==> src/core/wdt_pkg.sv <==
// Purpose: Shared constants, types and decode functions of the port watchdog
// Assumes: 50 MHz mclk, one write-only byte port on a 16-bit I/O address bus
// Notes: Notes on behaviour follow below
package wdt_pkg;

   // Clock
   localparam int unsigned CLK_HZ = 50_000_000;
   localparam int unsigned CLK_MHZ = 50;

   // Port decode
   localparam int unsigned IO_ADDR_W = 16;
   localparam int unsigned IO_DATA_W = 8;
   localparam logic [IO_ADDR_W-1:0] CTRL_PORT_ADDR = 16'h0076;

   // Factor byte layout and values
   localparam int unsigned FACTOR_EN_BIT = 7;
   localparam int unsigned FACTOR_IRQ_BIT = 6;
   localparam int unsigned FACTOR_IDX_MSB = 2;
   localparam int unsigned FACTOR_IDX_LSB = 0;
   localparam logic [IO_DATA_W-1:0] FACTOR_DISABLE = 8'h00;

   // Timing
   localparam int unsigned SHORT_PERIOD_S = 3;
   localparam int unsigned TIMEOUT_UNIT_S = 6;
   localparam int unsigned TICK_CYCLES_DFLT = SHORT_PERIOD_S * CLK_HZ;
   localparam int unsigned BLINK_MS = 250;
   localparam int unsigned BLINK_CYCLES_DFLT = BLINK_MS * (CLK_HZ / 1000);
   localparam int unsigned RESET_PULSE_US = 20;
   localparam int unsigned RESET_PULSE_CYCLES = RESET_PULSE_US * CLK_MHZ;

   // Counter widths
   localparam int unsigned TICK_W = 28;
   localparam int unsigned BLINK_W = 24;
   localparam int unsigned ELAPSED_W = 4;
   localparam int unsigned PULSE_W = 12;

   typedef struct packed {
      logic enable;
      logic irq_mode;
      logic [2:0] idx;
   } factor_t;

   localparam factor_t FACTOR_RESET = 5'h00;

   typedef struct packed {
      logic wr_n;
      logic [IO_ADDR_W-1:0] addr;
      logic [IO_DATA_W-1:0] data;
   } io_write_t;

   localparam io_write_t IO_IDLE = 25'h1000000;

   typedef enum logic [2:0] {
      ST_IDLE = 3'b001,
      ST_COUNT = 3'b010,
      ST_FIRED = 3'b100
   } state_t;

   function automatic factor_t decode_factor(input logic [IO_DATA_W-1:0] b);
      factor_t f;
      f.enable = b[FACTOR_EN_BIT];
      f.irq_mode = b[FACTOR_IRQ_BIT];
      f.idx = b[FACTOR_IDX_MSB:FACTOR_IDX_LSB];
      return f;
   endfunction

   // Period in ticks of SHORT_PERIOD_S: 1,2,4,6,...,14
   function automatic logic [ELAPSED_W-1:0] period_ticks(input logic [2:0] idx);
      int unsigned t;
      t = 32'(idx) * TIMEOUT_UNIT_S / SHORT_PERIOD_S;
      if (idx == 3'h0) begin
         t = 1;
      end
      return ELAPSED_W'(t);
   endfunction

endpackage

==> src/core/io_port_watchdog_timer.sv <==
// Purpose: Watchdog timer steered by one write-only byte port
// Assumes: Host write strobe and bus are asynchronous and held stable
// Notes: Expiry gives a reset pulse or holds the IRQ15 level
`timescale 1ns/1ps
`default_nettype none
module io_port_watchdog_timer
   import wdt_pkg::*;
#(
   parameter int unsigned TICK_CYCLES = TICK_CYCLES_DFLT,
   parameter int unsigned BLINK_CYCLES = BLINK_CYCLES_DFLT
) (
   // Clock and reset
   input wire logic mclk,
   input wire logic rst_n,

   // Host I/O write port
   input wire logic [IO_ADDR_W-1:0] io_addr,
   input wire logic [IO_DATA_W-1:0] io_data,
   input wire logic io_wr_n,

   // Expiry actions
   output logic sys_reset_out,
   output logic irq15_out,

   // Indicators
   output logic led_out,
   output logic wdt_active
);

   // Synchronised host bus
   io_write_t bus_pin;
   io_write_t bus_lvl;

   assign bus_pin.wr_n = io_wr_n;
   assign bus_pin.addr = io_addr;
   assign bus_pin.data = io_data;

   pin_sync3 #(
      .W($bits(io_write_t)),
      .RST_VAL(IO_IDLE)
   ) u_bus_sync (
      .mclk(mclk),
      .rst_n(rst_n),
      .pin_in(bus_pin),
      .level_out(bus_lvl)
   );

   // Filtered fields by name; raw pins are never read past this point
   wire lvl_wr_n;
   wire [IO_ADDR_W-1:0] lvl_addr;
   wire [IO_DATA_W-1:0] lvl_data;

   assign lvl_wr_n = bus_lvl.wr_n;
   assign lvl_addr = bus_lvl.addr;
   assign lvl_data = bus_lvl.data;

   // State and registers
   state_t state_reg;
   state_t state_next;
   factor_t factor_reg;
   factor_t factor_next;
   logic wr_prev_reg;
   logic [TICK_W-1:0] tick_cnt_reg;
   logic [TICK_W-1:0] tick_cnt_next;
   logic [ELAPSED_W-1:0] elapsed_reg;
   logic [ELAPSED_W-1:0] elapsed_next;
   logic [PULSE_W-1:0] pulse_cnt_reg;
   logic [PULSE_W-1:0] pulse_cnt_next;
   logic [BLINK_W-1:0] blink_cnt_reg;
   logic [BLINK_W-1:0] blink_cnt_next;
   logic led_reg;
   logic led_next;
   logic sys_reset_reg;
   logic irq15_reg;
   logic active_reg;
   logic sys_reset_next;
   logic irq15_next;
   logic active_next;

   // Write decode
   wire wr_edge;
   wire wr_hit;
   wire reset_busy;
   wire wr_accept;
   wire factor_t wr_factor;
   wire wr_enable;
   wire wr_disable;

   // Latch on the rising edge so data has long settled
   assign wr_edge = lvl_wr_n & ~wr_prev_reg;
   assign wr_hit = wr_edge & (lvl_addr == CTRL_PORT_ADDR);
   // A reset pulse in flight runs to its end
   assign reset_busy = (state_reg == ST_FIRED) & ~factor_reg.irq_mode;
   assign wr_accept = wr_hit & ~reset_busy;
   assign wr_factor = decode_factor(lvl_data);
   assign wr_enable = wr_accept & wr_factor.enable;
   // Clear bit 7 (00H among them) turns the timer off
   assign wr_disable = wr_accept & ~wr_factor.enable;

   // Time base
   wire [TICK_W-1:0] tick_last;
   wire [BLINK_W-1:0] blink_last;
   wire [ELAPSED_W-1:0] limit_ticks;
   wire [ELAPSED_W-1:0] elapsed_inc;
   wire counting;
   wire tick;
   wire expire;
   wire pulse_done;
   wire blink_wrap;

   assign tick_last = TICK_W'(TICK_CYCLES - 1);
   assign blink_last = BLINK_W'(BLINK_CYCLES - 1);
   assign limit_ticks = period_ticks(factor_reg.idx);
   assign elapsed_inc = elapsed_reg + 4'h1;
   assign counting = (state_reg == ST_COUNT);
   assign tick = counting & (tick_cnt_reg == tick_last);
   // A refresh in the same cycle beats the expiry
   assign expire = tick & (elapsed_inc == limit_ticks) & ~wr_accept;
   assign pulse_done = (pulse_cnt_reg == '0);
   assign blink_wrap = (blink_cnt_reg == blink_last);

   // State machine
   always_comb begin
      state_next = state_reg;
      case (state_reg)
         ST_IDLE: begin
            if (wr_enable) begin
               state_next = ST_COUNT;
            end
         end
         ST_COUNT: begin
            if (wr_disable) begin
               state_next = ST_IDLE;
            end else if (wr_enable) begin
               state_next = ST_COUNT;
            end else if (expire) begin
               state_next = ST_FIRED;
            end
         end
         ST_FIRED: begin
            if (wr_disable) begin
               state_next = ST_IDLE;
            end else if (wr_enable) begin
               state_next = ST_COUNT;
            end else if (reset_busy && pulse_done) begin
               state_next = ST_IDLE;
            end
         end
         default: begin
            state_next = ST_IDLE;
         end
      endcase
   end

   // Factor in force
   always_comb begin
      factor_next = factor_reg;
      if (wr_enable) begin
         factor_next = wr_factor;
      end else if (wr_disable) begin
         factor_next = FACTOR_RESET;
      end
   end

   // Prescaler and elapsed count, both cleared by any enabling write
   always_comb begin
      tick_cnt_next = tick_cnt_reg;
      elapsed_next = elapsed_reg;
      if (wr_accept || state_next != ST_COUNT) begin
         tick_cnt_next = '0;
         elapsed_next = '0;
      end else if (tick) begin
         tick_cnt_next = '0;
         elapsed_next = elapsed_inc;
      end else begin
         tick_cnt_next = tick_cnt_reg + 28'h0000001;
      end
   end

   // Reset pulse length
   always_comb begin
      pulse_cnt_next = pulse_cnt_reg;
      if (expire) begin
         pulse_cnt_next = PULSE_W'(RESET_PULSE_CYCLES - 1);
      end else if (state_reg == ST_FIRED && !pulse_done) begin
         pulse_cnt_next = pulse_cnt_reg - 12'h001;
      end
   end

   // Blinker, dark whenever not counting
   always_comb begin
      blink_cnt_next = '0;
      led_next = 1'b0;
      if (state_next == ST_COUNT) begin
         led_next = led_reg;
         blink_cnt_next = blink_cnt_reg + 24'h000001;
         if (blink_wrap) begin
            blink_cnt_next = '0;
            led_next = ~led_reg;
         end
      end
   end

   // Registers
   always_ff @(posedge mclk or negedge rst_n) begin
      if (!rst_n) begin
         state_reg <= ST_IDLE;
      end else begin
         state_reg <= state_next;
      end
   end

   always_ff @(posedge mclk or negedge rst_n) begin
      if (!rst_n) begin
         factor_reg <= FACTOR_RESET;
      end else begin
         factor_reg <= factor_next;
      end
   end

   // Resets to the idle level, so leaving reset gives no false edge
   always_ff @(posedge mclk or negedge rst_n) begin
      if (!rst_n) begin
         wr_prev_reg <= 1'b1;
      end else begin
         wr_prev_reg <= lvl_wr_n;
      end
   end

   always_ff @(posedge mclk or negedge rst_n) begin
      if (!rst_n) begin
         tick_cnt_reg <= '0;
      end else begin
         tick_cnt_reg <= tick_cnt_next;
      end
   end

   // Whole ticks only, so a period is exact to one prescaler wrap
   always_ff @(posedge mclk or negedge rst_n) begin
      if (!rst_n) begin
         elapsed_reg <= '0;
      end else begin
         elapsed_reg <= elapsed_next;
      end
   end

   always_ff @(posedge mclk or negedge rst_n) begin
      if (!rst_n) begin
         pulse_cnt_reg <= '0;
      end else begin
         pulse_cnt_reg <= pulse_cnt_next;
      end
   end

   always_ff @(posedge mclk or negedge rst_n) begin
      if (!rst_n) begin
         blink_cnt_reg <= '0;
      end else begin
         blink_cnt_reg <= blink_cnt_next;
      end
   end

   // Dark at once on disable, so a stopped timer never looks alive
   always_ff @(posedge mclk or negedge rst_n) begin
      if (!rst_n) begin
         led_reg <= 1'b0;
      end else begin
         led_reg <= led_next;
      end
   end

   // Actions follow the next state so they line up with it
   assign sys_reset_next = (state_next == ST_FIRED) & ~factor_next.irq_mode;
   assign irq15_next = (state_next == ST_FIRED) & factor_next.irq_mode;
   assign active_next = (state_next == ST_COUNT);

   // Silent from reset until software arms the timer
   always_ff @(posedge mclk or negedge rst_n) begin
      if (!rst_n) begin
         sys_reset_reg <= 1'b0;
      end else begin
         sys_reset_reg <= sys_reset_next;
      end
   end

   always_ff @(posedge mclk or negedge rst_n) begin
      if (!rst_n) begin
         irq15_reg <= 1'b0;
      end else begin
         irq15_reg <= irq15_next;
      end
   end

   always_ff @(posedge mclk or negedge rst_n) begin
      if (!rst_n) begin
         active_reg <= 1'b0;
      end else begin
         active_reg <= active_next;
      end
   end

   // Outputs
   assign sys_reset_out = sys_reset_reg;
   assign irq15_out = irq15_reg;
   assign led_out = led_reg;
   assign wdt_active = active_reg;

endmodule
`default_nettype wire

==> src/core/pin_sync3.sv <==
// Purpose: Three-stage synchroniser with agreement filter for pin inputs
// Assumes: Inputs are asynchronous to mclk
// Notes: Output follows only once stages two and three agree
`timescale 1ns/1ps
`default_nettype none
module pin_sync3 #(
   parameter int unsigned W = 1,
   parameter logic [W-1:0] RST_VAL = '0
) (
   // Clock and reset
   input wire logic mclk,
   input wire logic rst_n,
   // Pins and filtered levels
   input wire logic [W-1:0] pin_in,
   output logic [W-1:0] level_out
);

   logic [W-1:0] s1_reg;
   logic [W-1:0] s2_reg;
   logic [W-1:0] s3_reg;
   logic [W-1:0] level_reg;

   // First stage feeds the second only
   always_ff @(posedge mclk or negedge rst_n) begin
      if (!rst_n) begin
         s1_reg <= RST_VAL;
         s2_reg <= RST_VAL;
         s3_reg <= RST_VAL;
      end else begin
         s1_reg <= pin_in;
         s2_reg <= s1_reg;
         s3_reg <= s2_reg;
      end
   end

   genvar i;
   generate
      for (i = 0; i < W; i++) begin : g_bit
         always_ff @(posedge mclk or negedge rst_n) begin
            if (!rst_n) begin
               level_reg[i] <= RST_VAL[i];
            end else if (s2_reg[i] == s3_reg[i]) begin
               level_reg[i] <= s3_reg[i];
            end
         end
      end
   endgenerate

   assign level_out = level_reg;

endmodule
`default_nettype wire

==> config.mk <==
export PLATFORM = sky130hd
export DESIGN_NAME = io_port_watchdog_timer
export DESIGN_NICKNAME = d
export VERILOG_FILES = /design/src/core/wdt_pkg.sv /design/src/core/io_port_watchdog_timer.sv /design/src/core/pin_sync3.sv
export SDC_FILE = /design/constraint.sdc
export NUM_CORES = 1
export LEC_CHECK = 0
export ABC_AREA = 1
export BUFFER_PORTS_ARGS = -buffer_cell sky130_fd_sc_hd__buf_4
export CAP_MARGIN = 20
export CORE_ASPECT_RATIO = 0.5
export CORE_MARGIN = 3
export CORE_UTILIZATION = 29
export CTS_BUF_LIST = sky130_fd_sc_hd__clkbuf_4
export CTS_CLUSTER_SIZE = 12
export DETAILED_ROUTE_END_ITERATION = 6
export GPL_ROUTABILITY_DRIVEN = 0
export HOLD_SLACK_MARGIN = 0.05
export RECOVER_POWER = 50
export SLEW_MARGIN = 25
export SYNTH_ARGS = -nofsm -noshare
export SYNTH_HDL_FRONTEND = slang
export SYNTH_SLANG_ARGS = --single-unit
==> constraint.sdc <==
create_clock -name mclk -period 3.8 [get_ports mclk]
set_input_delay 0.19 -clock mclk [delete_from_list [all_inputs] [get_ports mclk]]
set_output_delay 0.19 -clock mclk [all_outputs]
set_load 0.03 [all_outputs]
Yosys cells after proc, flatten, opt, wreduce, memory -nomap -nowiden
Index checks and enable logic that the tools add are counted.
- input port bits: 27
- logic and storage cells: 124
- output and inout port bits: 4
- flip-flop bits (word level): 177
- divide/modulo/power cells: 1
- bitwise gates (word level): 18
- multiplexer cells: 21
- multipliers: 1
- eq/ne operators: 33
- reduce and logical (&&, ||, !) cells: 9
- add/sub/neg operators: 4
- operators by type and width (kind ; number):
    28-bit 2-to-1 mux ; 2
    24-bit 2-to-1 mux ; 2
    6-bit by 2-bit divider with 32-bit output (second input constant) ; 1
    28-bit by 1-bit adder with 28-bit output (second input constant) ; 1
    28-bit == test (second input constant) ; 1
    24-bit by 1-bit adder with 24-bit output (second input constant) ; 1
    24-bit == test (second input constant) ; 1
    12-bit 2-to-1 mux ; 2
    1-bit == test ; 22
    3-bit 2-to-1 mux ; 7
    4-bit 2-to-1 mux ; 5
    16-bit by 7-bit == test with 1-bit output (second input constant) ; 1
    12-bit logical NOT ; 1
    12-bit by 1-bit subtractor with 12-bit output (second input constant) ; 1
    1-bit bitwise AND ; 11
    3-bit case mux with 3 select lines ; 1
    1-bit inverter ; 7
    3-bit by 2-bit == test with 1-bit output (second input constant) ; 2
    3-bit == test (second input constant) ; 2
    2-bit nonzero test ; 3
    3-bit by 2-bit multiplier with 5-bit output (second input constant) ; 1
    4-bit by 1-bit adder with 4-bit output (second input constant) ; 1
    4-bit == test ; 1
    3-bit by 1-bit == test with 1-bit output (second input constant) ; 1
    other kinds (7) ; 9

Logic depth before layout (Yosys ltp)
Gate-level depths: netlist of run 1.
- depth in word-level cells: 13
- mapped depth: 30
- mapped depth without buffers: 30

By module
Synthesis of run 1 repeated with hierarchy kept, for this count alone.
- cell total of the unflattened synthesis: 919
- area, all modules: 8242.9 um2
- by module, submodules not included (module ; times used ; sequential area each (um2) ; area each (um2) ; cells each):
    io_port_watchdog_timer ; 1 ; 2004.4 ; 5328.9 ; 719
    pin_sync3 ; 1 ; 2507.4 ; 2914.0 ; 200

Worst setup path after synthesis of run 1
No wires, ideal clock.
- path kind: flip-flop to flip-flop
- from: register factor_reg[0] in the netlist's numbering
- to: register blink_cnt_reg[7]
- required time: 3680 ps
- library setup time: 120 ps
- buffers on the path: 1
- arrival time: 3583 ps
- cell stages (with the launch flop): 30
- period minus slack after synthesis: 3703 ps
- slack: 97 ps
- cell sequence: dfrtp_1 > ha_1 > inv_1 > fa_1 > inv_1 > nand2_2 > nand2_4 > ha_1 > inv_1 > nand3_1 > nand2_2 > nand3_4 > nand2_2 > nand3_1 > nand3_2 > nand2_2 > nand2_1 > inv_1 > ha_1 > inv_1 > nand3_2 > inv_2 > nand2_1 > a21oi_1 > nand3_1 > nand2_1 > nand3_4 > nand3_4 > buf_6 > nor2_2
- word-level cells in the longest chain between the ends: 12
- elaborated cells between the ends (all ways): 13
- those cells by class: mul: 1; div: 1; eq/ne: 2; mux: 6; bitwise: 2; reduce/logical: 1
- ends and longest elaborated chain (item ; RTL line ; text):
    start, declared ; io_port_watchdog_timer.sv:60 ; factor_t factor_reg;
    start signal, assigned ; io_port_watchdog_timer.sv:217 ; factor_reg <= factor_next;
    3-bit by 2-bit multiplier with 5-bit output ; wdt_pkg.sv:70 ; t = 32'(idx) * TIMEOUT_UNIT_S / SHORT_PERIOD_S;
    6-bit by 2-bit divider with 32-bit output ; wdt_pkg.sv:70 ;
    4-bit 2-to-1 mux * ; wdt_pkg.sv:71 ; if (idx == 3'h0) begin
    4-bit == test * ; io_port_watchdog_timer.sv:118 ; assign expire = tick & (elapsed_inc == limit_ticks) & ~wr_accept;
    1-bit bitwise AND * (2 in a row) ; io_port_watchdog_timer.sv:118 ;
    3-bit 2-to-1 mux * ; io_port_watchdog_timer.sv:136 ; end else if (expire) begin
    3-bit 2-to-1 mux * ; io_port_watchdog_timer.sv:134 ; end else if (wr_enable) begin
    3-bit 2-to-1 mux * ; io_port_watchdog_timer.sv:132 ; if (wr_disable) begin
    3-bit case mux with 3 select lines * ; io_port_watchdog_timer.sv:125 ; case (state_reg)
    3-bit by 2-bit == test with 1-bit output * ; io_port_watchdog_timer.sv:194 ; if (state_next == ST_COUNT) begin
    24-bit 2-to-1 mux * ; io_port_watchdog_timer.sv:194 ;
    named net blink_cnt_next[7] ; io_port_watchdog_timer.sv:70 ; logic [BLINK_W-1:0] blink_cnt_next;
    end signal, assigned ; io_port_watchdog_timer.sv:259 ; blink_cnt_reg <= blink_cnt_next;
    end, declared ; io_port_watchdog_timer.sv:69 ; logic [BLINK_W-1:0] blink_cnt_reg;
The timed path passes the listed nets; every way through them passes the cells marked *.
A chain may end at the register's enable or synchronous reset.

Final worst setup path of run 1
- from: register factor_reg[1] in the netlist's numbering
- to: register tick_cnt_reg[22]
- word-level cells in the longest chain between the ends: 13
- elaborated cells between the ends (all ways): 14
- those cells by class: mul: 1; div: 1; eq/ne: 2; mux: 6; bitwise: 2; reduce/logical: 2
- ends and longest elaborated chain (item ; RTL line ; text):
    3-bit by 2-bit multiplier with 5-bit output ; wdt_pkg.sv:70 ;
    6-bit by 2-bit divider with 32-bit output ; wdt_pkg.sv:70 ;
    4-bit 2-to-1 mux * ; wdt_pkg.sv:71 ;
    4-bit == test * ; io_port_watchdog_timer.sv:118 ;
    1-bit bitwise AND * (2 in a row) ; io_port_watchdog_timer.sv:118 ;
    3-bit 2-to-1 mux * ; io_port_watchdog_timer.sv:136 ;
    3-bit 2-to-1 mux * ; io_port_watchdog_timer.sv:134 ;
    3-bit 2-to-1 mux * ; io_port_watchdog_timer.sv:132 ;
    3-bit case mux with 3 select lines * ; io_port_watchdog_timer.sv:125 ;
    3-bit by 2-bit inequality test with 1-bit output * ; io_port_watchdog_timer.sv:169 ; if (wr_accept || state_next != ST_COUNT) begin
    1-bit logical OR * ; io_port_watchdog_timer.sv:169 ;
    28-bit 2-to-1 mux * ; io_port_watchdog_timer.sv:169 ;
    named net tick_cnt_next[22] ; io_port_watchdog_timer.sv:64 ; logic [TICK_W-1:0] tick_cnt_next;
    end signal, assigned ; io_port_watchdog_timer.sv:234 ; tick_cnt_reg <= tick_cnt_next;
    end, declared ; io_port_watchdog_timer.sv:63 ; logic [TICK_W-1:0] tick_cnt_reg;
Marks and branches as above.

==> results of run 1 <==
[placed cells by master, fill, tap and decap left out, drive strengths merged, types with 3 or more instances in the layout]
cell	count
dfrtp	162
nand2	134
nor2	116
inv	110
nand3	63
clkbuf	47
buf	32
nand4	24
dlygate4sd3	23
xor2	22
maj3	22
nor3	21
o21ai	18
nor4	14
nand3b	12
ha	12
a21oi	9
or2	7
dfstp	6
xnor2	4
clkinv	4
mux2i	3
[worst max-delay path by stage]
stage,startpoint,to,slack [ns],cells past startpoint
2_1_floorplan,factor_reg[0],blink_cnt_reg[7],0.1,29
3_3_place_gp,factor_reg[1],tick_cnt_reg[12],0.003,26
3_5_place_dp,factor_reg[1],tick_cnt_reg[7],-0.10,25
4_1_cts,factor_reg[1],tick_cnt_reg[7],0.01,29
5_1_grt,factor_reg[1],blink_cnt_reg[16],-0.12,29
6_report,factor_reg[1],tick_cnt_reg[22],0.08,29
[per-stage QoR]
stage / cell area (sq um) / setup TNS [ns] / utilization (%) / worst slack, ns / instances
CTS: 8723 / 0 / 35.50 / 0.01053 / 1201
finish: 9095 / 0 / 37.01 / 0.08469 / 1215
floorplan: 7430 / 0 / - / 0.09709 / 770
global route: 9095 / -5.614 / 37.01 / -0.1190 / 1215
global placement: 8160 / 0 / 33.21 / 0.003473 / 1143
detailed placement: 8160 / -3.114 / 33.21 / -0.1033 / 1143
[power by group through the flow]
| stage | clock network [uW] | registers, uW | logic, uW |
|---|---|---|---|
| after CTS | 1120 | 1930 | 486 |
| after floorplan | 0 | 1960 | 271 |
| after global routing | 1210 | 1940 | 713 |
| after global placement | 0 | 1960 | 450 |
| after detailed placement | 0 | 1970 | 461 |
| final | 1080 | 1930 | 660 |
[area by class of cell]
class / count / area share (%)
Antenna cell: 1 / 0.02751
Tap cell: 336 / 4.622
Clock inverter: 14 / 1.830
Inverter: 104 / 4.347
Multi-Input combinational cell: 490 / 32.87
Timing Repair Buffer: 84 / 8.516
Clock buffer: 18 / 1.486
Sequential cell: 168 / 46.31
[cell families after synthesis]
group	Yosys count	synth area share, %
multiplexers	3	0.4042
XOR/XNOR	26	3.065
AO/OA/AOI/OAI	32	2.476
adder cells (fa/ha/maj)	35	5.254
AND/OR/NAND/NOR	394	25.93
flip-flops	168	56.69
buffers and inverters	112	6.180
[metal layers]
metal | routed length, microns | share of wire (%) | track usage [%]
met4 | 87 | 0.62 | 2.202
met3 | 375 | 2.7 | 2.940
met5 | 0 | 0 | 0
met2 | 6844 | 49 | 17.02
met1 | 6711 | 48 | 13.52
[critical path, delay by kind of cell, from the launching register on]
family	cells	cell delay, ns
adders and majority gates	4	0.92
DFF	1	0.41
and+or+nand+nor	19	1.84
buffers and inverters	6	0.44
[what timing repair did]
item	CTS	global route
endpoints found under the setup margin	58	73
cloned	0	3
gates resized for setup	3	69
setup buffers	3	9
pin swaps	3	22
hold buffers	23	0
endpoints found under the hold margin	131	0
==> results by group, run 1 <==
Hold path
  • Hold Crit Endpoint: u_bus_sync.s1_reg[16]
  • Cell depth of the worst hold path: 2
  • Hold Path Class: in -> reg
  • Hold_sp: io_addr[8]

Power and ir drop
  • Net switching power: 1070 uW
  • Sequential Power Share: 52.6%
  • Switching share of total power: 29.14%
  • Comb pwr share: 18.0%
  • Clock network power share: 29.4%
  • Total chip power: 3672 uW
  • Cell internal pwr: 2602 uW
  • Static Leakage: 0.003987 uW
  • Power density cells: 403.8 nW/um^2
  • VDD IR-drop max: 0.2157 mV

Final layout
  • Fillers: 2426
  • Largest register FFs: 28
  • Share of layout cells above drive strength 1: 22.21%
  • Multi-input logic area: 2989 sq um
  • Layout area overhead: 22.41%
  • Total Nets Final: 905
  • Register area: 4212 sq um

STA
  • RSZ-0062 raised after global routing: yes
  • Headroom to the max-slew limit: -30.23%
  • Final setup fails: 0
  • Final min period: 3.715 ns
  • Achievable Freq: 0.2692 GHz
  • Tcrit/Tclk final: 97.77%
  • Final Hold Viols: 0
  • Skew final: 0.02618 ns
  • Worst slew pin tran: 1.953 ns
  • Pins over their slew limit: 37
  • Hold_ws: 0.2899 ns

Detailed routing
  • Vias: 5282
  • Routed Antenna Nets: 0
  • Final WL: 14020 microns
  • DR iter-0 viols: 295
  • Via density per instance: 4.347
  • Routed len/inst: 11.54 microns
  • DRT Pass-1 Iters: 4
  • DRC: 0

Job
  • Max cap viols: 1

Synthesis
  • Top_reg_cell synth: dfrtp_1
  • Sequential cell area fraction in the yosys report: 56.69%
  • Ys Warns: 0
  • Top-area cell type share of the netlist area: 54.56%
  • Yosys reg bits: 168
  • Syn Nets: 810
  • FFs w/ async S/R, synth: 100.0%
  • Top cells by area, synth: dfrtp_1 (55%), nand2_1 (6.4%), inv_1 (5.1%)
  • Cell with the most instances after synthesis: dfrtp_1
  • Post-Syn Instances: 770
  • Post-synth EDFFs: 0
  • Synthesized area per cell: 9.649 sq um
  • Post-synthesis cell type count: 39
  • Most common library cells after synthesis: dfrtp_1 (162), nand2_1 (127), inv_1 (101)
  • Most area-hungry cell type in the Yosys netlist: dfrtp_1
  • Mapped Area: 7430 sq um

Worst setup path
  • Slowest cell on crit path: dfrtp_1
  • Startpoint Class: flop
  • R2r worst-path depth: 29
  • Worst-path fanout max: 8
  • R2R Path End: tick_cnt_reg[22]
  • Setup CP Type: reg -> reg
  • Critical Path RT: 4.23 ns
  • CP max stage delay: 0.41 ns
  • Worst EP arrival: 4.15 ns
  • CP dominant cell by count: nand2_2
  • R2r startpoint: factor_reg[1]
  • Nature of the critical path endpoint: flop
  • FF-to-FF setup slack: 0.08 ns

CTS
  • H-tree depth: 4
  • TritonCTS clock tree: yes
  • CTS buffer count: 17
  • Clk_lat worst skew: 0.55 ns
  • CTS Sinks: 168
  • Clock tree root driver cell: clkbuf_4
  • Clock buffer depth: 2
  • Clock-pin slew on the worst setup and hold paths: 0.15 ns

Die
  • # rows: 40
  • Starting Density: 30.23%
  • # IOs: 31
  • Die span in x: 232.4 microns
  • Die ar.: 27690 sq um
  • Die Y: 119.2 microns
  • CORE AREA: 24570 sq um

Global route
  • Number of antenna violations at the first check in global routing: 1
  • Remaining global-route overflow: 0
  • Pin count of the biggest net entering global routing: 119
  • All-Layer GR Usage: 10.32%
  • First-pass GRT wire length: 23550 microns
  • Number of global-route vias before repair: 5080

Status
  • Failing checks: max-capacitance violations, max-slew violations
  • Status: finished with violations

Place
  • Detailed placer's ending HPWL: 9130 microns
  • Number of port buffers: 27
Power figures use the tool's default switching activity.
==> run 2, diff against run 1 <==
CORE_ASPECT_RATIO = unset   (was 0.5)
==> run 2 against run 1 <==
The run still ends with max-capacitance violations, max-slew violations left. Flip-flop and latch count unchanged. Highest routed layer unchanged. Power grew 1.9%. First-iteration DRC count shrank 18%. Fmax shrank 1.1%. Register-to-register slack got worse by 0.04 ns.
==> results by group, run 2 (synthesis results as in run 1) <==
Status
  • Status: finished with violations
  • Failing checks: max-capacitance violations, max-slew violations

Place
  • DP Cell Count: 1127
  • Number of port buffers: 27
  • Detailed placer's ending HPWL: 8744 microns
  • Post-DP Area: 8153 sq um

STA
  • Final min period: 3.757 ns
  • Tcrit/Tclk final: 98.86%
  • Hold_ws: 0.2591 ns
  • Final Hold Viols: 0
  • Skew final: 0.02475 ns
  • Achievable Freq: 0.2662 GHz
  • Worst slew pin tran: 2.320 ns
  • RSZ-0062 raised after global routing: yes
  • Final setup fails: 0
  • Headroom to the max-slew limit: -54.66%
  • Pins over their slew limit: 98

Worst setup path
  • Worst EP arrival: 4.27 ns
  • Slowest cell on crit path: dfrtp_1
  • Critical Path RT: 4.31 ns
  • Nature of the critical path endpoint: flop
  • Critical Path End: tick_cnt_reg[20]
  • R2r worst-path depth: 28
  • R2R Path End: tick_cnt_reg[20]
  • FF-to-FF setup slack: 0.04 ns
  • Crit path from: factor_reg[1]
  • Setup CP Type: reg -> reg
  • Startpoint Class: flop
  • CP max stage delay: 0.42 ns
  • CP dominant cell by count: nand2_2
  • Worst-path fanout max: 6
  • R2r startpoint: factor_reg[1]

Global route
  • Number of global-route vias before repair: 4933
  • Remaining global-route overflow: 0
  • Pin count of the biggest net entering global routing: 99
  • Number of antenna violations at the first check in global routing: 1
  • All-Layer GR Usage: 9.615%
  • First-pass GRT wire length: 22530 microns

CTS
  • Clock-pin slew on the worst setup and hold paths: 0.16 ns
  • CTS Sinks: 168
  • TritonCTS clock tree: yes
  • CTS buffer count: 17
  • Clock buffer depth: 2
  • Clk_lat worst skew: 0.57 ns
  • H-tree depth: 4
  • Clock tree root driver cell: clkbuf_4

Detailed routing
  • DRT Pass-1 Iters: 4
  • DRC: 0
  • Vias: 5268
  • Final WL: 13630 microns
  • Routed Antenna Nets: 0
  • Routed len/inst: 11.40 microns
  • Via density per instance: 4.405
  • DR iter-0 viols: 241

Final layout
  • Most frequent cells in the layout: dfrtp_1 (162), nand2_1 (121), inv_1 (93)
  • Non-filler instance count after layout: 1196
  • Fillers: 2417
  • Share of layout cells above drive strength 1: 23.77%
  • Total Nets Final: 898
  • Layout area overhead: 25.24%
  • Largest register FFs: 28
  • Commonest non-fill, non-tap cell in the layout: dfrtp_1
  • Post-route cell area: 9305 sq um

Die
  • Starting Density: 30.02%
  • Die Y: 166.1 microns
  • # rows: 57
  • Die ar.: 27580 sq um
  • CORE AREA: 24750 sq um
  • # IOs: 31
  • Die span in x: 166.1 microns

Power and ir drop
  • VDD IR-drop max: 0.2989 mV
  • Power density cells: 402.1 nW/um^2
  • Static Leakage: 0.003998 uW

Hold path
  • Cell depth of the worst hold path: 2
  • Hold Path Class: in -> reg

Job
  • Max cap viols: 1
## run 2: cell types whose count changed in the layout (fill, tap and decap cells not counted), sizes merged
cell      change
buf           -5
clkbuf        -3
inv           +3
bufinv        -2
clkinv        +1
clkinvlp      -1
## run 2: layout make-up
class,count,area (sq um),area share [%]
Antenna cell,1,2.502,0.02689
Clock buffer,17,127.6,1.372
Clock inverter,15,170.2,1.829
Inverter,104,392.9,4.222
Multi-Input combinational cell,490,3209,34.49
Sequential cell,168,4212,45.26
Tap cell,324,405.4,4.357
Timing Repair Buffer,77,785.8,8.444
## run 2: worst max-delay path, delay by kind of cell, from the launching register on
family	cells	cell delay (ns)
and+or+nand+nor	17	1.59
adders and majority gates	4	0.93
buffers and inverters	6	0.51
DFF	1	0.42
AOI/OAI and AO/OA	1	0.22
## run 2: worst min path at each step
stage	from	slack (ns)	to
2_1_floorplan	rst_n	-0.11	blink_cnt_reg[0]
3_3_place_gp	io_wr_n	0.30	u_bus_sync.s1_reg[24]
3_5_place_dp	io_wr_n	0.30	u_bus_sync.s1_reg[24]
4_1_cts	io_addr[0]	0.19	u_bus_sync.s1_reg[8]
5_1_grt	io_wr_n	0.20	u_bus_sync.s1_reg[24]
6_report	io_wr_n	0.26	u_bus_sync.s1_reg[24]
## run 2: through the flow
stage                     setup TNS, ns  util [%]  power, uW  setup WS (ns)
after global routing             -11.50     37.60       3912        -0.1963
after detailed placement        -0.7676     32.94       2435       -0.04545
after floorplan                       0         -       2235        0.09709
final                                 0     37.60       3742        0.04321
after CTS                             0     35.16       3499        0.04665
after global placement                0     32.94       2430       0.007931
## run 2: where the power goes
group,total [uW],switching [uW],internal [uW]
logic,776,451,325
clock network,1030,724,309
registers,1930,49.4,1880
## run 2: per-layer routing
metal  global-route usage [%]  vias to the layer above  wire length, microns
met5                        0                        -                     0
met1                    12.98                     2529                  6564
met2                    15.46                       48                  6588
met3                    2.142                       16                   295
met4                    3.110                        0                   182
li1                         -                     2675                     -
## run 2: timing repair
item | 4_1_cts | 5_1_grt
hold buffers | 23 | 0
endpoints found under the hold margin | 114 | 0
resized for setup | 2 | 121
endpoints found under the setup margin | 65 | 74
buffers inserted | 2 | 7
pin swaps | 2 | 22
cloned | 0 | 4
